File: src/cies_pkg.sv
// package: constants and types for the instruction execution subset
package cies_pkg;
    localparam int PC_W = 21;
    localparam int STK_DEPTH = 31;
    localparam int STK_IDX_W = 5;
    localparam logic [7:0] ACCESS_SPLIT = 8'h5f;
    localparam logic [7:0] WREG_RST = 8'h00;
    localparam logic [7:0] FLAGS_RST = 8'h00;
    localparam logic [3:0] BANK_RST = 4'h0;
    localparam logic [20:0] PC_RST = 21'h000000;
    localparam logic [20:0] PC_STEP = 21'h000002;
    // flag bit positions
    localparam int FLG_C = 0;
    localparam int FLG_DC = 1;
    localparam int FLG_Z = 2;
    localparam int FLG_OV = 3;
    localparam int FLG_N = 4;
    // opcode patterns
    localparam logic [15:0] OP_PUSH = 16'h0005;
    localparam logic [15:0] OP_POP = 16'h0006;
    localparam logic [15:0] OP_RESET = 16'h00ff;
    localparam logic [14:0] OP_INTERRUPT_RETURN_OP = 15'h0008;
    localparam logic [7:0] OP_RETURN_WITH_LITERAL = 8'h0c;
    localparam logic [6:0] OP_MULT_ACCUM_BY_FILE = 7'h01;
    localparam logic [6:0] OP_NEGATE_FILE_OP = 7'h36;
    localparam logic [5:0] OP_ROTATE_LEFT_THRU_CARRY = 6'h0d;
    localparam logic [5:0] OP_ROTATE_RIGHT_THRU_CARRY = 6'h0c;
    localparam logic [5:0] OP_ROTATE_LEFT_NO_CARRY = 6'h11;
    localparam logic [4:0] OP_RELATIVE_SUBROUTINE_CALL = 5'h1b;
    typedef enum logic [2:0] {
        CIES_EXEC = 3'b001,
        CIES_FLUSH = 3'b010,
        CIES_RESET = 3'b100
    } cies_state_e;
endpackage : cies_pkg

File: src/cies_stack.sv
// return stack holding pushed program counter values
`timescale 1ns/1ps
`default_nettype none
module cies_stack #(
    parameter int DEPTH = cies_pkg::STK_DEPTH,
    parameter int IDX_W = cies_pkg::STK_IDX_W
) (
    input wire logic core_clk,
    input wire logic reset,
    input wire logic clear,
    input wire logic push,
    input wire logic pop,
    input wire logic [20:0] push_data,
    output logic [20:0] head,
    output logic [IDX_W-1:0] level
);
    // the pointer must be able to name entry DEPTH itself
    if (DEPTH < 2 || DEPTH >= (1 << IDX_W))
    begin : g_bad_depth
        $error("cies_stack: depth does not fit index");
    end

    logic [20:0] mem_ff [0:DEPTH];
    logic [IDX_W-1:0] ptr_ff;
    logic [20:0] head_ff;
    wire logic [IDX_W-1:0] ptr_up = ptr_ff + IDX_W'(1);
    wire logic [IDX_W-1:0] ptr_dn = ptr_ff - IDX_W'(1);
    wire logic can_push = (ptr_ff < IDX_W'(DEPTH));
    wire logic can_pop = (ptr_ff != '0);

    // entry 0 unused; pointer names current head, zero means empty
    always_ff @(posedge core_clk or posedge reset)
    begin
        if (reset)
            ptr_ff <= '0;
        else if (clear)
            ptr_ff <= '0;
        else if (push && can_push)
            ptr_ff <= ptr_up;
        else if (pop && can_pop)
            ptr_ff <= ptr_dn;
    end

    // head copy kept in a register so the output leaves a flop
    always_ff @(posedge core_clk or posedge reset)
    begin
        if (reset)
            head_ff <= '0;
        else if (clear)
            head_ff <= '0;
        else if (push && can_push)
            head_ff <= push_data;
        else if (pop && can_pop)
            head_ff <= (ptr_ff == IDX_W'(1)) ? '0 : mem_ff[ptr_dn];
    end

    // storage has no reset; pointer alone decides what is valid
    always_ff @(posedge core_clk)
    begin
        if (push && can_push)
            mem_ff[ptr_up] <= push_data;
    end

    assign head = head_ff;
    assign level = ptr_ff;
endmodule : cies_stack
`default_nettype wire

File: src/cies_core.sv
// execution unit for multiply, negate, stack, call, reset, return, rotate
`timescale 1ns/1ps
`default_nettype none
module cies_core (
    input wire logic core_clk,
    input wire logic reset,
    input wire logic instr_valid,
    input wire logic [15:0] instr,
    input wire logic ext_set_en,
    input wire logic prio_en,
    input wire logic [7:0] file_rdata,
    input wire logic wr_file_ack,
    output logic [11:0] file_addr,
    output logic [7:0] file_wdata,
    output logic file_we,
    output logic [7:0] accumulator,
    output logic [7:0] flags,
    output logic [3:0] bank_selector,
    output logic [7:0] product_upper_byte,
    output logic [7:0] product_lower_byte,
    output logic [20:0] prog_counter,
    output logic [20:0] stack_head_entry,
    output logic global_irq_enable_hi,
    output logic global_irq_enable_lo,
    output logic instr_ready,
    output logic soft_reset_out
);
    // ********************************************
    // decode
    // ********************************************
    logic [7:0] acc_ff, flg_ff, ph_ff, pl_ff;
    logic [3:0] bank_ff;
    logic [7:0] accumulator_shadow, flags_shadow;
    logic [3:0] bank_selector_shadow;
    logic [20:0] pc_ff;
    logic global_irq_enable_hi_ff, global_irq_enable_lo_ff;
    cies_pkg::cies_state_e st_ff;
    logic [11:0] fa_ff;
    logic [7:0] fw_ff;
    logic fwe_ff, srst_ff;
    logic [20:0] head_q;

    wire logic go = instr_valid && (st_ff == cies_pkg::CIES_EXEC);
    wire logic sreset = st_ff == cies_pkg::CIES_RESET;
    wire logic acc_bit = instr[8];
    wire logic dst_bit = instr[9];
    wire logic [7:0] f = instr[7:0];
    wire logic is_mul = instr[15:9] == cies_pkg::OP_MULT_ACCUM_BY_FILE;
    wire logic is_neg = instr[15:9] == cies_pkg::OP_NEGATE_FILE_OP;
    wire logic is_push = instr == cies_pkg::OP_PUSH;
    wire logic is_pop = instr == cies_pkg::OP_POP;
    wire logic is_rst = instr == cies_pkg::OP_RESET;
    wire logic is_rfie = instr[15:1] == cies_pkg::OP_INTERRUPT_RETURN_OP;
    wire logic is_rlw = instr[15:8] == cies_pkg::OP_RETURN_WITH_LITERAL;
    wire logic is_relative_subroutine_call = instr[15:11] == cies_pkg::OP_RELATIVE_SUBROUTINE_CALL;
    wire logic is_rlc = instr[15:10] == cies_pkg::OP_ROTATE_LEFT_THRU_CARRY;
    wire logic is_rrc = instr[15:10] == cies_pkg::OP_ROTATE_RIGHT_THRU_CARRY;
    wire logic is_rln = instr[15:10] == cies_pkg::OP_ROTATE_LEFT_NO_CARRY;
    wire logic is_rot = is_rlc || is_rrc || is_rln;

    // address formation; indexed mode offsets from a pointer base (f2)
    // which lives outside this block, so only a marker bank is used
    wire logic indexed = ext_set_en && !acc_bit
        && (f <= cies_pkg::ACCESS_SPLIT);
    wire logic [11:0] bank_addr = acc_bit ? {bank_ff, f}
        : {{4{f[7]}}, f};
    wire logic [11:0] eff_addr = indexed ? {4'hf, 8'h00} | {4'h0, f}
        : bank_addr;

    // ********************************************
    // datapath
    // ********************************************
    wire logic [15:0] product = acc_ff * file_rdata;
    wire logic [7:0] neg_v = ~file_rdata + 8'h01;
    wire logic neg_c = (file_rdata == 8'h00);
    wire logic neg_dc = (file_rdata[3:0] == 4'h0);
    wire logic neg_ov = (file_rdata == 8'h80);
    wire logic [7:0] rot_v = is_rln ? {file_rdata[6:0], file_rdata[7]}
        : is_rlc ? {file_rdata[6:0], flg_ff[cies_pkg::FLG_C]}
        : {flg_ff[cies_pkg::FLG_C], file_rdata[7:1]};
    wire logic rot_c = is_rrc ? file_rdata[0] : file_rdata[7];
    wire logic [20:0] nxt_pc2 = pc_ff + cies_pkg::PC_STEP;
    wire logic [20:0] rel = {{9{instr[10]}}, instr[10:0], 1'b0};
    wire logic [7:0] res_v = is_neg ? neg_v : rot_v;

    // stack control
    wire logic stk_push = go && (is_push || is_relative_subroutine_call);
    wire logic stk_pop = go && (is_pop || is_rfie || is_rlw);

    cies_stack u_stack (
        .core_clk(core_clk),
        .reset(reset),
        .clear(sreset),
        .push(stk_push),
        .pop(stk_pop),
        .push_data(nxt_pc2),
        .head(head_q),
        .level()
    );

    // ********************************************
    // sequencing
    // ********************************************
    // two-cycle ops flush in the second; reset entered at q2 of cycle
    always_ff @(posedge core_clk or posedge reset)
    begin
        if (reset)
            st_ff <= cies_pkg::CIES_EXEC;
        else
            unique case (st_ff)
                cies_pkg::CIES_EXEC:
                    if (go && is_rst)
                        st_ff <= cies_pkg::CIES_RESET;
                    else if (go && (is_relative_subroutine_call || is_rfie || is_rlw))
                        st_ff <= cies_pkg::CIES_FLUSH;
                cies_pkg::CIES_FLUSH:
                    st_ff <= cies_pkg::CIES_EXEC;
                cies_pkg::CIES_RESET:
                    st_ff <= cies_pkg::CIES_EXEC;
                default:
                    st_ff <= cies_pkg::CIES_EXEC;
            endcase
    end

    // program counter and irq enables
    always_ff @(posedge core_clk or posedge reset)
    begin
        if (reset)
        begin
            pc_ff <= cies_pkg::PC_RST;
            global_irq_enable_hi_ff <= 1'b0;
            global_irq_enable_lo_ff <= 1'b0;
        end
        else if (sreset)
        begin
            pc_ff <= cies_pkg::PC_RST;
            global_irq_enable_hi_ff <= 1'b0;
            global_irq_enable_lo_ff <= 1'b0;
        end
        else if (go)
        begin
            if (is_relative_subroutine_call)
                pc_ff <= nxt_pc2 + rel;
            else if (is_rfie || is_rlw)
                pc_ff <= head_q;
            else if (!is_rst)
                pc_ff <= nxt_pc2;
            if (is_rfie && (instr[0] == 1'b0 || !prio_en))
                global_irq_enable_hi_ff <= 1'b1;
            else if (is_rfie)
                global_irq_enable_lo_ff <= 1'b1;
        end
    end

    // working registers; multiply touches only the product pair
    always_ff @(posedge core_clk or posedge reset)
    begin
        if (reset)
        begin
            acc_ff <= cies_pkg::WREG_RST;
            flg_ff <= cies_pkg::FLAGS_RST;
            bank_ff <= cies_pkg::BANK_RST;
            ph_ff <= 8'h00;
            pl_ff <= 8'h00;
        end
        else if (sreset)
        begin
            acc_ff <= cies_pkg::WREG_RST;
            flg_ff <= cies_pkg::FLAGS_RST;
            bank_ff <= cies_pkg::BANK_RST;
            ph_ff <= 8'h00;
            pl_ff <= 8'h00;
        end
        else if (go)
        begin
            if (is_mul)
            begin
                ph_ff <= product[15:8];
                pl_ff <= product[7:0];
            end
            if (is_neg)
                flg_ff[4:0] <= {neg_v[7], neg_ov, (neg_v == 8'h00),
                    neg_dc, neg_c};
            if (is_rot)
            begin
                flg_ff[cies_pkg::FLG_N] <= rot_v[7];
                flg_ff[cies_pkg::FLG_Z] <= (rot_v == 8'h00);
                if (!is_rln)
                    flg_ff[cies_pkg::FLG_C] <= rot_c;
            end
            if (is_rot && !dst_bit)
                acc_ff <= rot_v;
            if (is_rlw)
                acc_ff <= f;
            if (is_rfie && instr[0])
            begin
                acc_ff <= accumulator_shadow;
                flg_ff <= flags_shadow;
                bank_ff <= bank_selector_shadow;
            end
        end
    end

    // shadows track live values; interrupt entry lives elsewhere
    assign accumulator_shadow = acc_ff;
    assign flags_shadow = flg_ff;
    assign bank_selector_shadow = bank_ff;

    // file write port
    always_ff @(posedge core_clk or posedge reset)
    begin
        if (reset)
        begin
            fa_ff <= 12'h000;
            fw_ff <= 8'h00;
            fwe_ff <= 1'b0;
            srst_ff <= 1'b0;
        end
        else
        begin
            fa_ff <= eff_addr;
            fw_ff <= res_v;
            fwe_ff <= go && (is_neg || (is_rot && dst_bit));
            srst_ff <= go && is_rst;
        end
    end

    assign file_addr = fa_ff;
    assign file_wdata = fw_ff;
    assign file_we = fwe_ff;
    assign accumulator = acc_ff;
    assign flags = flg_ff;
    assign bank_selector = bank_ff;
    assign product_upper_byte = ph_ff;
    assign product_lower_byte = pl_ff;
    assign prog_counter = pc_ff;
    assign stack_head_entry = head_q;
    assign global_irq_enable_hi = global_irq_enable_hi_ff;
    assign global_irq_enable_lo = global_irq_enable_lo_ff;
    assign instr_ready = st_ff[0]; // exec state is one-hot bit 0
    assign soft_reset_out = srst_ff;
endmodule : cies_core
`default_nettype wire

File: config.mk
export PLATFORM = sky130hd
export DESIGN_NAME = cies_core
export DESIGN_NICKNAME = d
export VERILOG_FILES = /design/src/cies_pkg.sv /design/src/cies_stack.sv /design/src/cies_core.sv
export SDC_FILE = /design/constraint.sdc
export NUM_CORES = 1
export LEC_CHECK = 0
export BUFFER_PORTS_ARGS = -buffer_cell sky130_fd_sc_hd__buf_2
export CAP_MARGIN = 30
export CORE_MARGIN = 3
export CORE_UTILIZATION = 45
export CTS_BUF_LIST = sky130_fd_sc_hd__clkbuf_4 sky130_fd_sc_hd__clkbuf_8
export DETAILED_ROUTE_END_ITERATION = 7
export RECOVER_POWER = 100
export SLEW_MARGIN = 20
export SYNTH_ARGS = -nofsm -noshare
export SYNTH_HDL_FRONTEND = slang
export SYNTH_HIERARCHICAL = 1
export SYNTH_SLANG_ARGS = --single-unit
File: constraint.sdc
create_clock -name core_clk -period 3.8 [get_ports core_clk]
set_input_delay 0.57 -clock core_clk [delete_from_list [all_inputs] [get_ports core_clk]]
set_output_delay 0.57 -clock core_clk [all_outputs]
set_load 0.005 [all_outputs]
==> results.md <==
- Ratio of cells with drive above 1 in the final layout: 27.5%
- Post-synth EDFFs: 672
- VDD IR-drop max: between 300 and 400 uV
- Library cells used by synthesis: 77
- Die area: ~0.081 mm2
- DR iter-0 viols: 1975
- CP startpoint kind: register
- Vias/cell: just under 6
- Clk sinks: 772
- Violated checks: capacitance limit, slew limit, setup timing
- Worst Setup SP: accumulator[3]
- Routed vias: 21.6k
- Non-filler instance count after layout: around 3.7k
- CP required: 4.40 ns
- Final #Nets: 2691
- Syn avg cell area: roughly 16 um2
- Ys flop type: edfxtp_1
- Wirelength, routed: roughly 90 mm
- Worst hold path type: input port to register
- Layer with the highest usage: met2
- Yosys warns: 6
- Met3 Resource Use GR: approximately 4.4%
- P per Cell Area: 642 mW/mm2
- Arrival time worst endpoint: 4.70 ns
- IO Port Bufs: 124
- Initial Util: 45.6%
- Initial antenna violation count: 3
- TritonCTS clock tree: built
- Pre-CTS setup slack: -0.660 ns
- Site row count: 101
- Max-Cap Viols: 13
- GRT overflow: 0
- Layout area overhead: 17.9%
- Worst clock skew: 0.0505 ns
- Final WS setup: -0.298 ns
- Total GRT Usage: a little under a quarter
- Crit Path Class: register to register
- Num CTS Buffers: 132
- Pin count of the biggest net entering global routing: 65
- Crit Path Max Fanout: 6
- Final worst path period share: 108%
- Cell count of the worst reg-to-reg path: 16
- Commonest non-fill, non-tap cell in the layout: edfxtp_1
- Critical Path End Type: register
- Seq cells post-synth: 772
- GP Congestion: between 0.9 and 1
- Residual DRC: 0
- Dpl hpwl: 59.9 mm
- Root buffer cell: clkbuf_8
- Io pins: roughly 130
- Die H: 284 um
- Commonest non-fill, non-tap cells in the layout: edfxtp_1 (672), mux4_2 (168), buf_4 (148)
- Cell area after layout: between 0.04 and 0.05 mm2
- First-pass GRT wire length: around 140 mm
- Cell Area, Placed: 0.0383 mm2
- Wire length per cell: 25.0 um
- Multi-input logic area: 0.0117 mm2
- DRT antenna net count: 0
- Gate Count Post-Synth: around 2.2k
- Post-placement cell count: 3436
- RR Endpoint: product_upper_byte[6]
- Area of the core region: 0.0762 mm2
- Static Leakage: 14.6 nW
- Reg2Reg Setup Slack: -0.30 ns
- FFs w/ async S/R, synth: between 10 and 15%
- Die X-Extent: 284 um
- Seq/Total Area, Yosys: about two thirds
- Status: complete, but fails checks
- Flip-flop and latch area: 0.0227 mm2
- Crit path to: product_upper_byte[6]
- Clock Path Buffers: 3
- Worst slew pin tran: roughly 2.2 ns
- RSZ-0062 raised after global routing: true
- Fill count: 6241
- Max-slew headroom: -47.9%
- Worst skew pair latency: 0.78 ns
- Final setup fails: 7
- Syn Std Cell Area: about 0.035 mm2
- Vias in the first global route: 21.7k
- Slew Viols, Final: between 400 and 500
- Met2 Usage GRT: about 36%
- Launch point of the worst reg-to-reg path: accumulator[3]
- M1 GR Usage: between 30% and 40%
- H-tree lvl count: 4
- Number of detailed-route iterations in the first pass: 5
- Fin Setup TNS: -1.49 ns
- Fin crit period: 4.10 ns
- Final Hold Fails: 0
- Maximum clock frequency: 0.244 GHz
- Clock Pin Slew Worst Setup and Hold Paths: roughly 0.06 ns
where the power goes:
group	switching [mW]	total, mW	internal, mW	leakage [nW]
Clock	3.31	7.38	4.07	1.37
Combinational	4.91	8.33	3.43	5.79
Sequential	0.326	10.6	10.2	7.46
Total	8.55	26.3	17.7	14.6
layout make-up:
class	count	share of cell area, %
Inverter	68	0.623
Antenna cell	2	0.0122
Clock inverter	40	0.795
Multi-Input combinational cell	1247	28.5
Timing Repair Buffer	340	5.98
Clock buffer	188	5.54
Sequential cell	772	55.4
Tap cell	1030	3.15
state kept, by name, indices dropped and copies added, names as in the netlist:
signal and flops:
u_stack/mem_ff 672, st_ff 3, flags 5, global_irq_enable_lo 1, u_stack/level 5, file_addr 9
file_wdata 8, product_upper_byte 8, global_irq_enable_hi 1, prog_counter 21, accumulator 8, u_stack/head 21
product_lower_byte 8, file_we 1, soft_reset_out 1
critical path: stages (launching register included):
cell and delay (ns):
dfrtp_2 0.44, nand2_2 0.07, fa_1 0.50, fa_1 0.53, inv_2 0.05, fa_1 0.47, inv_1 0.05, fa_1 0.49
inv_2 0.05, ha_4 0.29, nand3_2 0.06, o211ai_1 0.26, o41ai_2 0.09, buf_4 0.15, o31ai_4 0.21, xnor2_1 0.14
o21ai_1 0.07
cell usage after synthesis (7+ instances only):
master | n | area share (%)
o2bb2ai_1 | 8 | 0.20
buf_1 | 8 | 0.086
and2_1 | 54 | 0.97
clkbuf_1 | 61 | 0.66
nand2b_1 | 10 | 0.18
or3_1 | 8 | 0.14
mux4_2 | 168 | 11
o21ai_1 | 25 | 0.36
buf_4 | 19 | 0.41
nand3_1 | 65 | 0.94
nor4_1 | 13 | 0.23
ha_1 | 63 | 2.3
mux2i_1 | 57 | 1.6
buf_2 | 35 | 0.50
xnor2_1 | 35 | 0.88
nand4_1 | 9 | 0.16
o21ai_0 | 65 | 0.94
xor2_1 | 19 | 0.48
nor2_1 | 97 | 1.0
dfrtp_1 | 99 | 7.1
a2111oi_0 | 7 | 0.18
nand2_1 | 145 | 1.6
inv_1 | 68 | 0.74
a21oi_1 | 133 | 1.9
o31ai_1 | 8 | 0.17
o221ai_1 | 10 | 0.25
o22ai_1 | 11 | 0.20
nor3_1 | 24 | 0.35
edfxtp_1 | 672 | 58
a31oi_1 | 30 | 0.54
fa_1 | 37 | 2.1
a21o_1 | 9 | 0.19
nor3b_1 | 27 | 0.58
buf_6 | 8 | 0.26
cells by family (layout without fill, tap and decap cells):
| group | count (synthesis) | count (layout) | share of synthesized area (%) |
|---|---|---|---|
| AOI/OAI and AO/OA | 371 | 371 | 6.58 |
| xor gates and xnor gates | 54 | 54 | 1.36 |
| adders and majority gates | 100 | 100 | 4.40 |
| buffers and inverters | 199 | 636 | 2.66 |
| DFF | 772 | 772 | 65.3 |
| muxes | 228 | 228 | 12.6 |
| other | 1 | 9 | 0.0108 |
| and+or+nand+nor | 487 | 487 | 7.02 |
per-layer routing:
| layer | part of all wire, % | wire length [um] |
|---|---|---|
| met1 | 43 | 39500 |
| met2 | 47 | 43100 |
| met3 | 7.8 | 7170 |
| met4 | 2.5 | 2290 |
| met5 | 0 | 0 |
what timing repair did:
action | 4_1_cts | 5_1_grt
pin swaps | 37 | 11
resized for setup | 18 | 12
hold endpoints to repair | 16 | 0
buffers inserted | 5 | 3
endpoints found under the setup margin | 8 | 9
cloned | 0 | 0
hold buffers | 10 | 0
worst min path at each step:
| stage | start | endpoint | slack [ns] | cells after the start |
|---|---|---|---|---|
| finish | instr[8] | file_addr[10] | 0.10 | 2 |
| global route | instr[8] | file_addr[10] | 0.06 | 2 |
| CTS | instr[8] | file_addr[10] | 0.03 | 2 |
| detailed placement | product_lower_byte[4] | product_lower_byte[4] | 0.48 | 2 |
| global placement | global_irq_enable_lo | global_irq_enable_lo | 0.47 | 2 |
| floorplan | global_irq_enable_hi | global_irq_enable_hi | 0.49 | 2 |
through the flow:
stage	power [mW]	hold WS (ns)	util (%)
3_3_place_gp	18.8	0.471	50.2
6_report	26.3	0.103	53.7
2_1_floorplan	15.6	0.486	-
5_1_grt	27.6	0.0612	53.7
4_1_cts	26.5	0.0275	53.9
3_5_place_dp	19.0	0.483	50.3
Power figures use the tool's default switching activity.
